===== config.mk =====
export PLATFORM = sky130hd
export DESIGN_NAME = aes_status
export DESIGN_NICKNAME = d
export VERILOG_FILES = /design/src/rtl/aes_pkg.sv /design/src/rtl/aes_if.sv /design/src/rtl/aes_status.sv /design/src/rtl/aes_pick.sv
export SDC_FILE = /design/constraint.sdc
export NUM_CORES = 1
export LEC_CHECK = 0
export BUFFER_PORTS_ARGS = -buffer_cell sky130_fd_sc_hd__buf_2
export CELL_PAD_IN_SITES_DETAIL_PLACEMENT = 1
export CELL_PAD_IN_SITES_GLOBAL_PLACEMENT = 1
export CORE_ASPECT_RATIO = 0.5
export CORE_MARGIN = 5
export CORE_UTILIZATION = 21
export DETAILED_ROUTE_END_ITERATION = 10
export HOLD_SLACK_MARGIN = 0.15
export PLACE_DENSITY = 0.89
export SYNTH_ARGS = -nofsm -noshare
export SYNTH_HDL_FRONTEND = slang
export SYNTH_SLANG_ARGS = --single-unit
export TNS_END_PERCENT = 50

===== constraint.sdc =====
create_clock -name clk_i -period 5.4 [get_ports clk_i]
set_clock_uncertainty 0.05 [all_clocks]
set_input_delay 0 -clock clk_i [delete_from_list [all_inputs] [get_ports clk_i]]
set_output_delay 0 -clock clk_i [all_outputs]
set_load 0.02 [all_outputs]

===== src/rtl/aes_pkg.sv =====
`default_nettype none
package aes_pkg;
  localparam int unsigned AW = 8;
  localparam logic [7:0] AES_STATUS_OFF = 8'h00;
  localparam logic [7:0] AES_ACTIVE_STACK_OFF = 8'h04;
  localparam int unsigned VEC_W = 6;
  localparam int unsigned PEND_LSB = 12;
  localparam int unsigned PEND_MSB = 17;
  localparam int unsigned RET_FLAG_BIT = 11;
  localparam int unsigned ACT_LSB = 0;
  localparam int unsigned ACT_MSB = 5;
  localparam logic [5:0] VEC_NONE = 6'h00;
  localparam logic [5:0] VEC_NMI = 6'h02;
  localparam logic [5:0] VEC_FAULT_LO = 6'h03;
  localparam logic [5:0] VEC_FAULT_HI = 6'h06;
  localparam logic [5:0] VEC_SVC_CALL = 6'h0B;
  localparam logic [5:0] VEC_DEBUG_MON = 6'h0C;
  localparam logic [5:0] VEC_SVC_PEND = 6'h0E;
  localparam logic [5:0] VEC_TICK = 6'h0F;
  localparam logic [5:0] VEC_EXT_BASE = 6'h10;
  localparam logic [5:0] VEC_MAX = 6'h2D;
  localparam int unsigned NUM_EXT = 30;
  localparam int unsigned NUM_VEC = 64;
  localparam logic [31:0] RESET_WORD = 32'h0000_0800;
  localparam logic [31:0] UNMAPPED_DATA = 32'h0000_0000;
  typedef logic [5:0] aes_vec_t;
endpackage : aes_pkg
`default_nettype wire


===== src/rtl/aes_if.sv =====
`default_nettype none
interface aes_sel_if;
  logic [aes_pkg::NUM_VEC-1:0] cand;
  logic [5:0] pick;
  logic found;
  modport req (output cand, input pick, input found);
  modport sel (input cand, output pick, output found);
endinterface : aes_sel_if
`default_nettype wire


===== src/rtl/aes_status.sv =====
// Behaviour
// - Bits 17:12 give best pending enabled exception
// - Codes: 0x02 to 0x0F, 0x10+n, none above
// - External interrupts up to 29, code 0x2D
// - Return flag low if preempted handler active
// - Return flag high if none or one active
// - Return flag ignores NMI and faults
// - Bits 10:6 read zero
// - Bits 5:0 give active exception, reset 0
// - Active field zero in thread mode and for handler numbers above 0x2D
// - Active field equals handler number field up to 0x2D
`default_nettype none
module aes_status (
  // Clock and reset
  input wire logic clk_i,
  input wire logic rst_i,
  // Wishbone slave
  input wire logic wb_cyc_i,
  input wire logic wb_stb_i,
  input wire logic wb_we_i,
  input wire logic [aes_pkg::AW-1:0] wb_adr_i,
  input wire logic [3:0] wb_sel_i,
  input wire logic [31:0] wb_dat_i,
  output logic [31:0] wb_dat_o,
  output logic wb_ack_o,
  // Core exception state
  input wire logic [aes_pkg::VEC_W-1:0] handler_number_field_i,
  input wire logic [aes_pkg::NUM_VEC-1:0] vec_active_i,
  input wire logic [aes_pkg::NUM_VEC-1:0] vec_pending_i,
  input wire logic [aes_pkg::NUM_VEC-1:0] vec_enabled_i,
  input wire logic [aes_pkg::NUM_VEC-1:0] vec_masked_i,
  // Status out
  output logic [aes_pkg::VEC_W-1:0] active_vector_number_o,
  output logic [aes_pkg::VEC_W-1:0] pending_vector_number_o,
  output logic return_to_base_flag_o
);
  import aes_pkg::*;

  aes_vec_t act_r;
  aes_vec_t pend_r;
  logic ret_r;
  logic ack_r;
  logic [31:0] dat_r;
  logic [NUM_VEC-1:0] cand;
  logic [NUM_VEC-1:0] ord_act;
  logic ret_nxt;
  logic [6:0] ord_cnt;
  aes_sel_if sel_bus ();

  function automatic logic is_ordinary(input int v);
    return v == int'(VEC_SVC_PEND) || v == int'(VEC_TICK) || v == int'(VEC_SVC_CALL) ||
           v == int'(VEC_DEBUG_MON) || (v >= int'(VEC_EXT_BASE) && v <= int'(VEC_MAX));
  endfunction : is_ordinary

  function automatic logic [31:0] status_word(input aes_vec_t pend, input logic ret, input aes_vec_t act);
    logic [31:0] w;
    w = UNMAPPED_DATA;
    w[PEND_MSB:PEND_LSB] = pend;
    w[RET_FLAG_BIT] = ret;
    w[ACT_MSB:ACT_LSB] = act;
    return w;
  endfunction : status_word

  // Masking by base priority and fault mask arrives folded into vec_masked_i; the global mask is not applied
  always_comb begin
    for (int i = 0; i < NUM_VEC; i++) begin
      cand[i] = vec_pending_i[i] && vec_enabled_i[i] && !vec_masked_i[i] && i >= 2 &&
                i <= int'(VEC_MAX);
      ord_act[i] = vec_active_i[i] && is_ordinary(i);
    end
  end
  assign sel_bus.cand = cand;

  aes_pick u_pick (
    .s(sel_bus.sel)
  );

  // More than one ordinary active means a preempted handler sits below
  always_comb begin
    ord_cnt = 7'($countones(ord_act));
    ret_nxt = (ord_cnt <= 7'h01);
  end

  always_ff @(posedge clk_i) begin
    if (rst_i) begin
      act_r <= VEC_NONE;
    end else begin
      act_r <= (handler_number_field_i > VEC_MAX) ? VEC_NONE : handler_number_field_i;
    end
  end

  always_ff @(posedge clk_i) begin
    if (rst_i) begin
      pend_r <= VEC_NONE;
    end else begin
      pend_r <= sel_bus.found ? sel_bus.pick : VEC_NONE;
    end
  end

  always_ff @(posedge clk_i) begin
    if (rst_i) begin
      ret_r <= 1'b1;
    end else begin
      ret_r <= ret_nxt;
    end
  end

  // Single-cycle ack; writes complete but change nothing
  always_ff @(posedge clk_i) begin
    if (rst_i) begin
      ack_r <= 1'b0;
    end else begin
      ack_r <= wb_cyc_i && wb_stb_i && !ack_r;
    end
  end

  // Data stays zero outside the ack cycle so no stale word leaks
  always_ff @(posedge clk_i) begin
    if (rst_i) begin
      dat_r <= UNMAPPED_DATA;
    end else begin
      dat_r <= UNMAPPED_DATA;
      if (wb_cyc_i && wb_stb_i && !wb_we_i && !ack_r) begin
        unique case (wb_adr_i)
          AES_STATUS_OFF: begin
            dat_r <= status_word(pend_r, ret_r, act_r);
          end
          AES_ACTIVE_STACK_OFF: begin
            dat_r <= {26'h0, ord_cnt[5:0]};
          end
          default: begin
            dat_r <= UNMAPPED_DATA;
          end
        endcase
      end
    end
  end

  assign wb_ack_o = ack_r;
  assign wb_dat_o = dat_r;
  assign active_vector_number_o = act_r;
  assign pending_vector_number_o = pend_r;
  assign return_to_base_flag_o = ret_r;

  // Status fields
  AST_ACT_FOLLOWS: assert property (@(posedge clk_i) disable iff (rst_i)
    handler_number_field_i <= VEC_MAX |=> act_r == $past(handler_number_field_i))
    else $error("active field not tracking handler number");
  AST_THREAD_ZERO: assert property (@(posedge clk_i) disable iff (rst_i)
    handler_number_field_i == VEC_NONE |=> act_r == VEC_NONE)
    else $error("active field nonzero in thread mode");
  AST_HN_RANGE: assert property (@(posedge clk_i) disable iff (rst_i)
    handler_number_field_i > VEC_MAX |=> act_r == VEC_NONE)
    else $error("active field shows a reserved code");
  AST_RESET_VALUES: assert property (@(posedge clk_i)
    rst_i |=> act_r == VEC_NONE && pend_r == VEC_NONE && ret_r && !ack_r)
    else $error("status not at reset values");
  AST_RET_LOW: assert property (@(posedge clk_i) disable iff (rst_i)
    $countones(ord_act) >= 2 |=> !ret_r)
    else $error("return flag high with preempted handler");
  AST_RET_HIGH: assert property (@(posedge clk_i) disable iff (rst_i)
    $countones(vec_active_i & ~64'h7C) <= 1 |=> ret_r)
    else $error("return flag low with at most one ordinary active");
  AST_PEND_RANGE: assert property (@(posedge clk_i) disable iff (rst_i)
    pend_r <= VEC_MAX && act_r <= VEC_MAX)
    else $error("reported code above range");

  // Pending selection
  AST_PEND_NONE: assert property (@(posedge clk_i) disable iff (rst_i)
    cand == '0 |=> pend_r == VEC_NONE)
    else $error("pending nonzero with nothing pending");
  AST_PEND_NOT_RSVD: assert property (@(posedge clk_i) disable iff (rst_i)
    pend_r == VEC_NONE || pend_r >= VEC_NMI)
    else $error("pending field shows reserved code one");
  AST_PICK_LOWEST: assert property (@(posedge clk_i) disable iff (rst_i)
    sel_bus.found |-> cand[sel_bus.pick] && (cand & ((64'h1 << sel_bus.pick) - 64'h1)) == 64'h0)
    else $error("picked code is not the lowest candidate");
  AST_PICK_LEGAL: assert property (@(posedge clk_i) disable iff (rst_i)
    sel_bus.found |-> vec_pending_i[sel_bus.pick] && vec_enabled_i[sel_bus.pick] && !vec_masked_i[sel_bus.pick])
    else $error("picked code not pending, enabled and unmasked");
  AST_FOUND_ANY: assert property (@(posedge clk_i) disable iff (rst_i)
    cand != 64'h0 |-> sel_bus.found)
    else $error("candidate present but nothing picked");
  AST_EXT0: assert property (@(posedge clk_i) disable iff (rst_i)
    cand == (64'h1 << VEC_EXT_BASE) |=> pend_r == VEC_EXT_BASE)
    else $error("interrupt 0 not reported as 0x10");
  AST_EXT29: assert property (@(posedge clk_i) disable iff (rst_i)
    cand == (64'h1 << VEC_MAX) |=> pend_r == VEC_MAX)
    else $error("interrupt 29 not reported as 0x2D");

  // Bus side
  AST_ACK_ONE: assert property (@(posedge clk_i) disable iff (rst_i)
    wb_cyc_i && wb_stb_i && !ack_r |=> ack_r)
    else $error("request not answered in one cycle");
  AST_ACK_PULSE: assert property (@(posedge clk_i) disable iff (rst_i)
    ack_r |=> !ack_r)
    else $error("ack longer than one cycle");
  AST_DAT_IDLE: assert property (@(posedge clk_i) disable iff (rst_i)
    !ack_r |-> dat_r == UNMAPPED_DATA)
    else $error("read data nonzero outside ack");
  AST_STATUS_READ: assert property (@(posedge clk_i) disable iff (rst_i)
    wb_cyc_i && wb_stb_i && !wb_we_i && !ack_r && wb_adr_i == AES_STATUS_OFF |=>
    dat_r == {14'h0, $past(pend_r), $past(ret_r), 5'h00, $past(act_r)})
    else $error("status word fields misplaced");
  AST_RSVD_ZERO: assert property (@(posedge clk_i) disable iff (rst_i)
    ack_r |-> dat_r[10:6] == 5'h00)
    else $error("reserved bits nonzero");
  AST_WR_NOEFFECT: assert property (@(posedge clk_i) disable iff (rst_i)
    wb_cyc_i && wb_stb_i && wb_we_i && handler_number_field_i <= VEC_MAX |=>
    dat_r == UNMAPPED_DATA && act_r == $past(handler_number_field_i))
    else $error("write altered reported state");
  AST_COUNT_READ: assert property (@(posedge clk_i) disable iff (rst_i)
    wb_cyc_i && wb_stb_i && !wb_we_i && !ack_r && wb_adr_i == AES_ACTIVE_STACK_OFF |=>
    dat_r == 32'($countones($past(ord_act))))
    else $error("active count readback wrong");

  // Main scenarios
  COV_NESTED: cover property (@(posedge clk_i) disable iff (rst_i) ret_r ##1 !ret_r);
  COV_PEND_EXT: cover property (@(posedge clk_i) disable iff (rst_i) pend_r >= VEC_EXT_BASE);
  COV_READ: cover property (@(posedge clk_i) disable iff (rst_i) ack_r && !wb_we_i);
  COV_WRITE: cover property (@(posedge clk_i) disable iff (rst_i) ack_r && wb_we_i);
  COV_EXT29: cover property (@(posedge clk_i) disable iff (rst_i) pend_r == VEC_MAX);
endmodule : aes_status
`default_nettype wire


===== src/rtl/aes_pick.sv =====
`default_nettype none
module aes_pick (
  // Candidates in, lowest code out
  aes_sel_if.sel s
);
  import aes_pkg::*;
  // Lowest code wins outright; caller only gates pending, enabled, unmasked and range, with no priority levels
  always_comb begin
    s.pick = VEC_NONE;
    s.found = 1'b0;
    for (int i = NUM_VEC - 1; i > 0; i--) begin
      if (s.cand[i] && i <= int'(VEC_MAX)) begin
        s.pick = 6'(i);
        s.found = 1'b1;
      end
    end
  end
endmodule : aes_pick
`default_nettype wire


-- Word-level counts from Yosys, hierarchy flattened
Index checks and enable logic that the tools add are counted.
- ROM bits: 0
- latch bits: 0
- bits in writable memories: 0
- register bits after elaboration: 46
- word-level logic and storage cells: 284
- memories kept: 0
- $add $sub $neg: 33
- $lt $le $gt $ge: 2
- shifts and indexed selects: 0
- divide/modulo/power cells: 0
- mux-type cells: 89
- reduce and logical (&&, ||, !) cells: 147
- eq/ne operators: 1
- bitwise gates (word level): 2
- $mul: 0
- operator list (cell ; count):
    7-bit adder ; 15
    1-bit logical AND ; 92
    6-bit two-way mux ; 14
    5-bit two-way mux ; 16
    1-bit zero test ; 46
    1-bit two-way mux ; 44
    18-bit case mux with 2 select lines ; 1
    1-bit by 1-bit adder with 2-bit output ; 16
    4-bit two-way mux ; 8
    32-bit OR reduction ; 1
    16-bit OR reduction ; 1
    1-bit by 7-bit adder with 7-bit output ; 2
    3-bit two-way mux ; 4
    8-bit by 3-bit equality test with 1-bit output (second input constant) ; 1
    8-bit zero test ; 1
    8-bit OR reduction ; 1
    7-bit by 1-bit less-or-equal comparator with 1-bit output (second input constant) ; 1
    6-bit greater-than comparator (second input constant) ; 1
    2-bit OR reduction ; 3
    2-bit two-way mux ; 2
    4-bit OR reduction ; 1
    3-bit OR reduction ; 1
    1-bit NOT ; 2

-- Depth between registers and ports, before layout
- depth in word-level cells: 48
- mapped depth: 17

-- Cells and area by module
Synthesis repeated with hierarchy kept, for this count alone.
- cell total of the unflattened synthesis: 398
- area total of the unflattened synthesis: 3030.4 µm²
- modules (own cells, without submodules) (module ; cells an instance ; times used ; sequential area each (µm²) ; area each (µm²)):
    aes_status ; 301 ; 1 ; 540.5 ; 2486.1
    aes_pick ; 97 ; 1 ; 0.0 ; 544.3

-- Least setup slack after synthesis
No wires, ideal clock.
- kind: input -> register
- start: in vec_active_i[44] (netlist bit)
- end: reg ret_r (netlist: return_to_base_flag_o)
- stages on the path: 14
- path buffers: 0
- arrival time: 4115 ps
- library setup time: 116 ps
- data required time: 5234 ps
- slack: 1119 ps
- cells stage by stage: ha_1 fa_1 fa_1 inv_1 fa_1 fa_1 inv_1 fa_1 fa_1 a21o_1 a21oi_1 xnor2_1 nor2_1 a41o_1
- cells in the longest elaborated chain, start to end: 5
- RTL lines (what ; line ; RTL):
    from (decl) ; aes_status.sv:28 ; input wire logic [aes_pkg::NUM_VEC-1:0] vec_active_i,
    1-bit by 1-bit adder with 2-bit output (implied by the code) ; aes_status.sv:80 ; ord_cnt = 7'($countones(ord_act));
    7-bit adder (implied by the code) (3 in series) ; aes_status.sv:80 ;
    7-bit by 1-bit less-or-equal comparator with 1-bit output ; aes_status.sv:81 ; ret_nxt = (ord_cnt <= 7'h01);
    to (signal assigned) ; aes_status.sv:104 ; ret_r <= ret_nxt;
    to (decl) ; aes_status.sv:41 ; logic ret_r;
Every way passes these cells.
A chain may end at the register's enable or synchronous reset.

-- Worst setup path in the final report
- start: in vec_active_i[44] (netlist bit)
- end: reg dat_r[5] (netlist: wb_dat_o[5])
- cells in the longest elaborated chain, start to end: 5
- RTL lines (what ; line ; RTL):
    1-bit by 1-bit adder with 2-bit output (implied by the code) ; aes_status.sv:80 ;
    7-bit adder (implied by the code) (3 in series) ; aes_status.sv:80 ;
    18-bit case mux with 2 select lines ; aes_status.sv:124 ; unique case (wb_adr_i)
    to (signal assigned) ; aes_status.sv:126 ; dat_r <= status_word(pend_r, ret_r, act_r);
    to (signal assigned) ; aes_status.sv:129 ; dat_r <= {26'h0, ord_cnt[5:0]};
    to (decl) ; aes_status.sv:43 ; logic [31:0] dat_r;
Every way passes these cells.

==> impl_metrics.tcl <==
set metrics [dict create \
    most-common-layout-cells "buf_2, inv_1, nand3b_1" \
    fin_nets 924 \
    status "completed" \
    dp_hpwl_um 11000 \
    cap_violations 0 \
    netlist_area_mm2 0.00295 \
    fin_crit_sh_pct 88.6 \
    critical_path_arrival_ps 4890 \
    synthXorXnorAreaFrac_pct 1.48 \
    synth_area_leader_cell "dfxtp_1" \
    die_h_um 93.8 \
    max_freq_mhz 209 \
    synthArstFlopShare_pct 0 \
    rsz0062_at_grt "false" \
    reg2reg_from "wb_ack_o" \
    io_pins 357 \
    hold_class "input port to register" \
    drt-total-wl_um 12200 \
    syn_inst 334 \
    antenna_found_initial 2 \
    cts_tree "done" \
    cpMaxStageDelayCell "dlygate4sd3_1" \
    post_cts_buffers 0 \
    synth_top_cell_area_share_pct 18.3 \
    layout_commonest_cell "buf_2" \
    p_leak_nw 2.34 \
    dpl_worst_slack_ps 758 \
    track_usage_pct 14.0 \
    coreArea_mm2 0.0137 \
    grt-ovfl-total 0 \
    crit_chain "buf_2 -> ha_1 -> fa_1 -> fa_1 -> inv_1 -> fa_1 -> fa_1 -> inv_1 -> fa_1 -> ha_1 -> a21o_1 -> a21oi_1 -> nor2_1 -> a211oi_1 -> a211oi_1 -> dlygate4sd3_1" \
    worst_hold_slack_ps 149 \
    fillers 1706 \
    seqCellArea_um2 541 \
    globalplace.congestion 0.854 \
    num_rows 30 \
    clock_latency_ps 260 \
    initial_core_util_pct 21.6 \
    synth_top_family_by_area "adder cells" \
    synth_fa_ha_area_share_pct 28.5 \
    io_buffers 211 \
    path_clk_slew_ps 70 \
    ys_ff_latch 27 \
    hold_viol 0 \
    viasPerCell 4.26 \
    synth_area_leaders "dfxtp_1, fa_1, ha_1" \
    start_kind "input port" \
    synth_cell_types 50 \
    drv_slew 0 \
    die_w_um 178 \
    post_drt_wl_per_cell_um 16.1 \
    placed_area_mm2 0.00416 \
    multiInputGateArea_mm2 0.00218 \
    cp_common_cell "fa_1" \
    setup_viol 0 \
    cts_buffer_depth 2 \
    grt_pass1_vias 3698 \
    setup-tns-final_ps 0 \
    worstSetupStartpoint "vec_active_i[44]" \
    synth-edff-count 0 \
    cp_slowest_stage_delay_ps 560 \
    yosysSeqAreaShare_pct 18.3 \
    avgSynthCellArea_um2 8.84 \
    fin_area_mm2 0.00439 \
    vias 3212 \
    h-tree-depth 1 \
    grt_pass1_wl_um 18400 \
    die-area_mm2 0.0167 \
    worstHoldStart "wb_adr_i[6]" \
    drtPass1Iterations 4 \
    cts_root_buf "clkbuf_16" \
    grt_max_degree 15 \
    first_iter_violations 69 \
    yosys_warnings 0 \
    p_per_area_mw_per_mm2 364 \
    drive_above_1_share_pct 39.4 \
    ant_nets 0 \
    worstSetupEndpointType "register" \
    cp_max_fo 2 \
    final.setup.worst_slack_ps 614 \
    synth_compound_area_share_pct 12.6 \
    ir_worst_vdd_mv 0.357 \
    muxShareOfSynthArea_pct 1.36 \
    synthSimpleGateAreaFrac_pct 27.5 \
    cts_buffers 3 \
    fin_crit_ps 4790 \
    worstSetupPathType "input port to register" \
    area_growth_pct 48.8 \
    cts.sinks 27 \
    worstPathRequired_ps 5500 \
    ys.flop_type "dfxtp_1" \
    drc_errors 0 \
]
state kept, by name, summed over array words and instances, names as in the netlist:
register / count
wb_dat_o: 13
active_vector_number_o: 6
wb_ack_o: 1
pending_vector_number_o: 6
return_to_base_flag_o: 1
repair_timing:
action / CTS / global route
hold buffers: 15 / 0
endpoints found under the hold margin: 19 / 0
resized for setup: 0 / 0
synthesized netlist by cell type, drive strengths merged (4+ instances only):
| cell | number |
|---|---|
| a21oi | 9 |
| nand2b | 4 |
| and2 | 15 |
| nand2 | 27 |
| nand3 | 5 |
| a211oi | 5 |
| o21ai | 10 |
| ha | 24 |
| mux2i | 4 |
| nor3 | 5 |
| nor2 | 23 |
| buf | 20 |
| inv | 39 |
| and3b | 4 |
| nand3b | 37 |
| dfxtp | 27 |
| xnor2 | 4 |
| a2111oi | 5 |
| fa | 27 |
| nand4 | 6 |
cell type report:
| class | instances | area share, % |
|---|---|---|
| Tap cell | 192 | 5.47 |
| Multi-Input combinational cell | 265 | 49.6 |
| Timing Repair Buffer | 226 | 27.5 |
| Clock buffer | 4 | 1.79 |
| Inverter | 39 | 3.33 |
| Antenna cell | 1 | 0.0570 |
| Sequential cell | 27 | 12.3 |
metrics by stage:
step                      util (%)  total power, W  std cells
final                         32.2         0.00160        754
after global routing          32.2         0.00179        754
after CTS                     32.1         0.00162        753
after detailed placement      30.5         0.00145        734
after global placement        30.5         0.00140        734
after floorplan                  -         0.00113        352
metal layers:
layer  part of all wire, %  GRT usage, %  up-vias
li1                      -             -     1571
met1                    38          15.2     1539
met2                    57          28.8       84
met3                   3.7          1.89       16
met4                   1.6          2.83        2
met5                 0.090             0        -
report_power, final:
group	leakage (nW)	switching (W)	total (W)	internal (W)
registers	0.220	0.00000558	0.000217	0.000211
clock network	0.0382	0.0000650	0.000166	0.000101
logic	2.09	0.000657	0.00122	0.000559
total	2.34	0.000728	0.00160	0.000871
critical path: cells and delay by family:
kind                     cells  cell delay [ps]
AND/OR/NAND/NOR              1               80
adder cells (fa/ha/maj)      7             3180
buffers and inverters        4              760
AO/OA/AOI/OAI                4              850
kinds of logic (layout without fill, tap and decap cells):
group / count (synthesis) / after routing
compound gates: 49 / 49
simple gates: 137 / 137
fa+ha+maj: 51 / 51
buf+inv: 60 / 269
other cells: 1 / 20
flops: 27 / 27
xor+xnor: 5 / 5
mux: 4 / 4
path summary, 6_finish.rpt:
check	end	slack, ps	cells after the start
max reg2reg	wb_dat_o[5]	3690	4
min	wb_dat_o[1]	150	4
max	wb_dat_o[5]	610	16
min reg2reg	wb_dat_o[13]	400	1
Power figures use the tool's default switching activity.
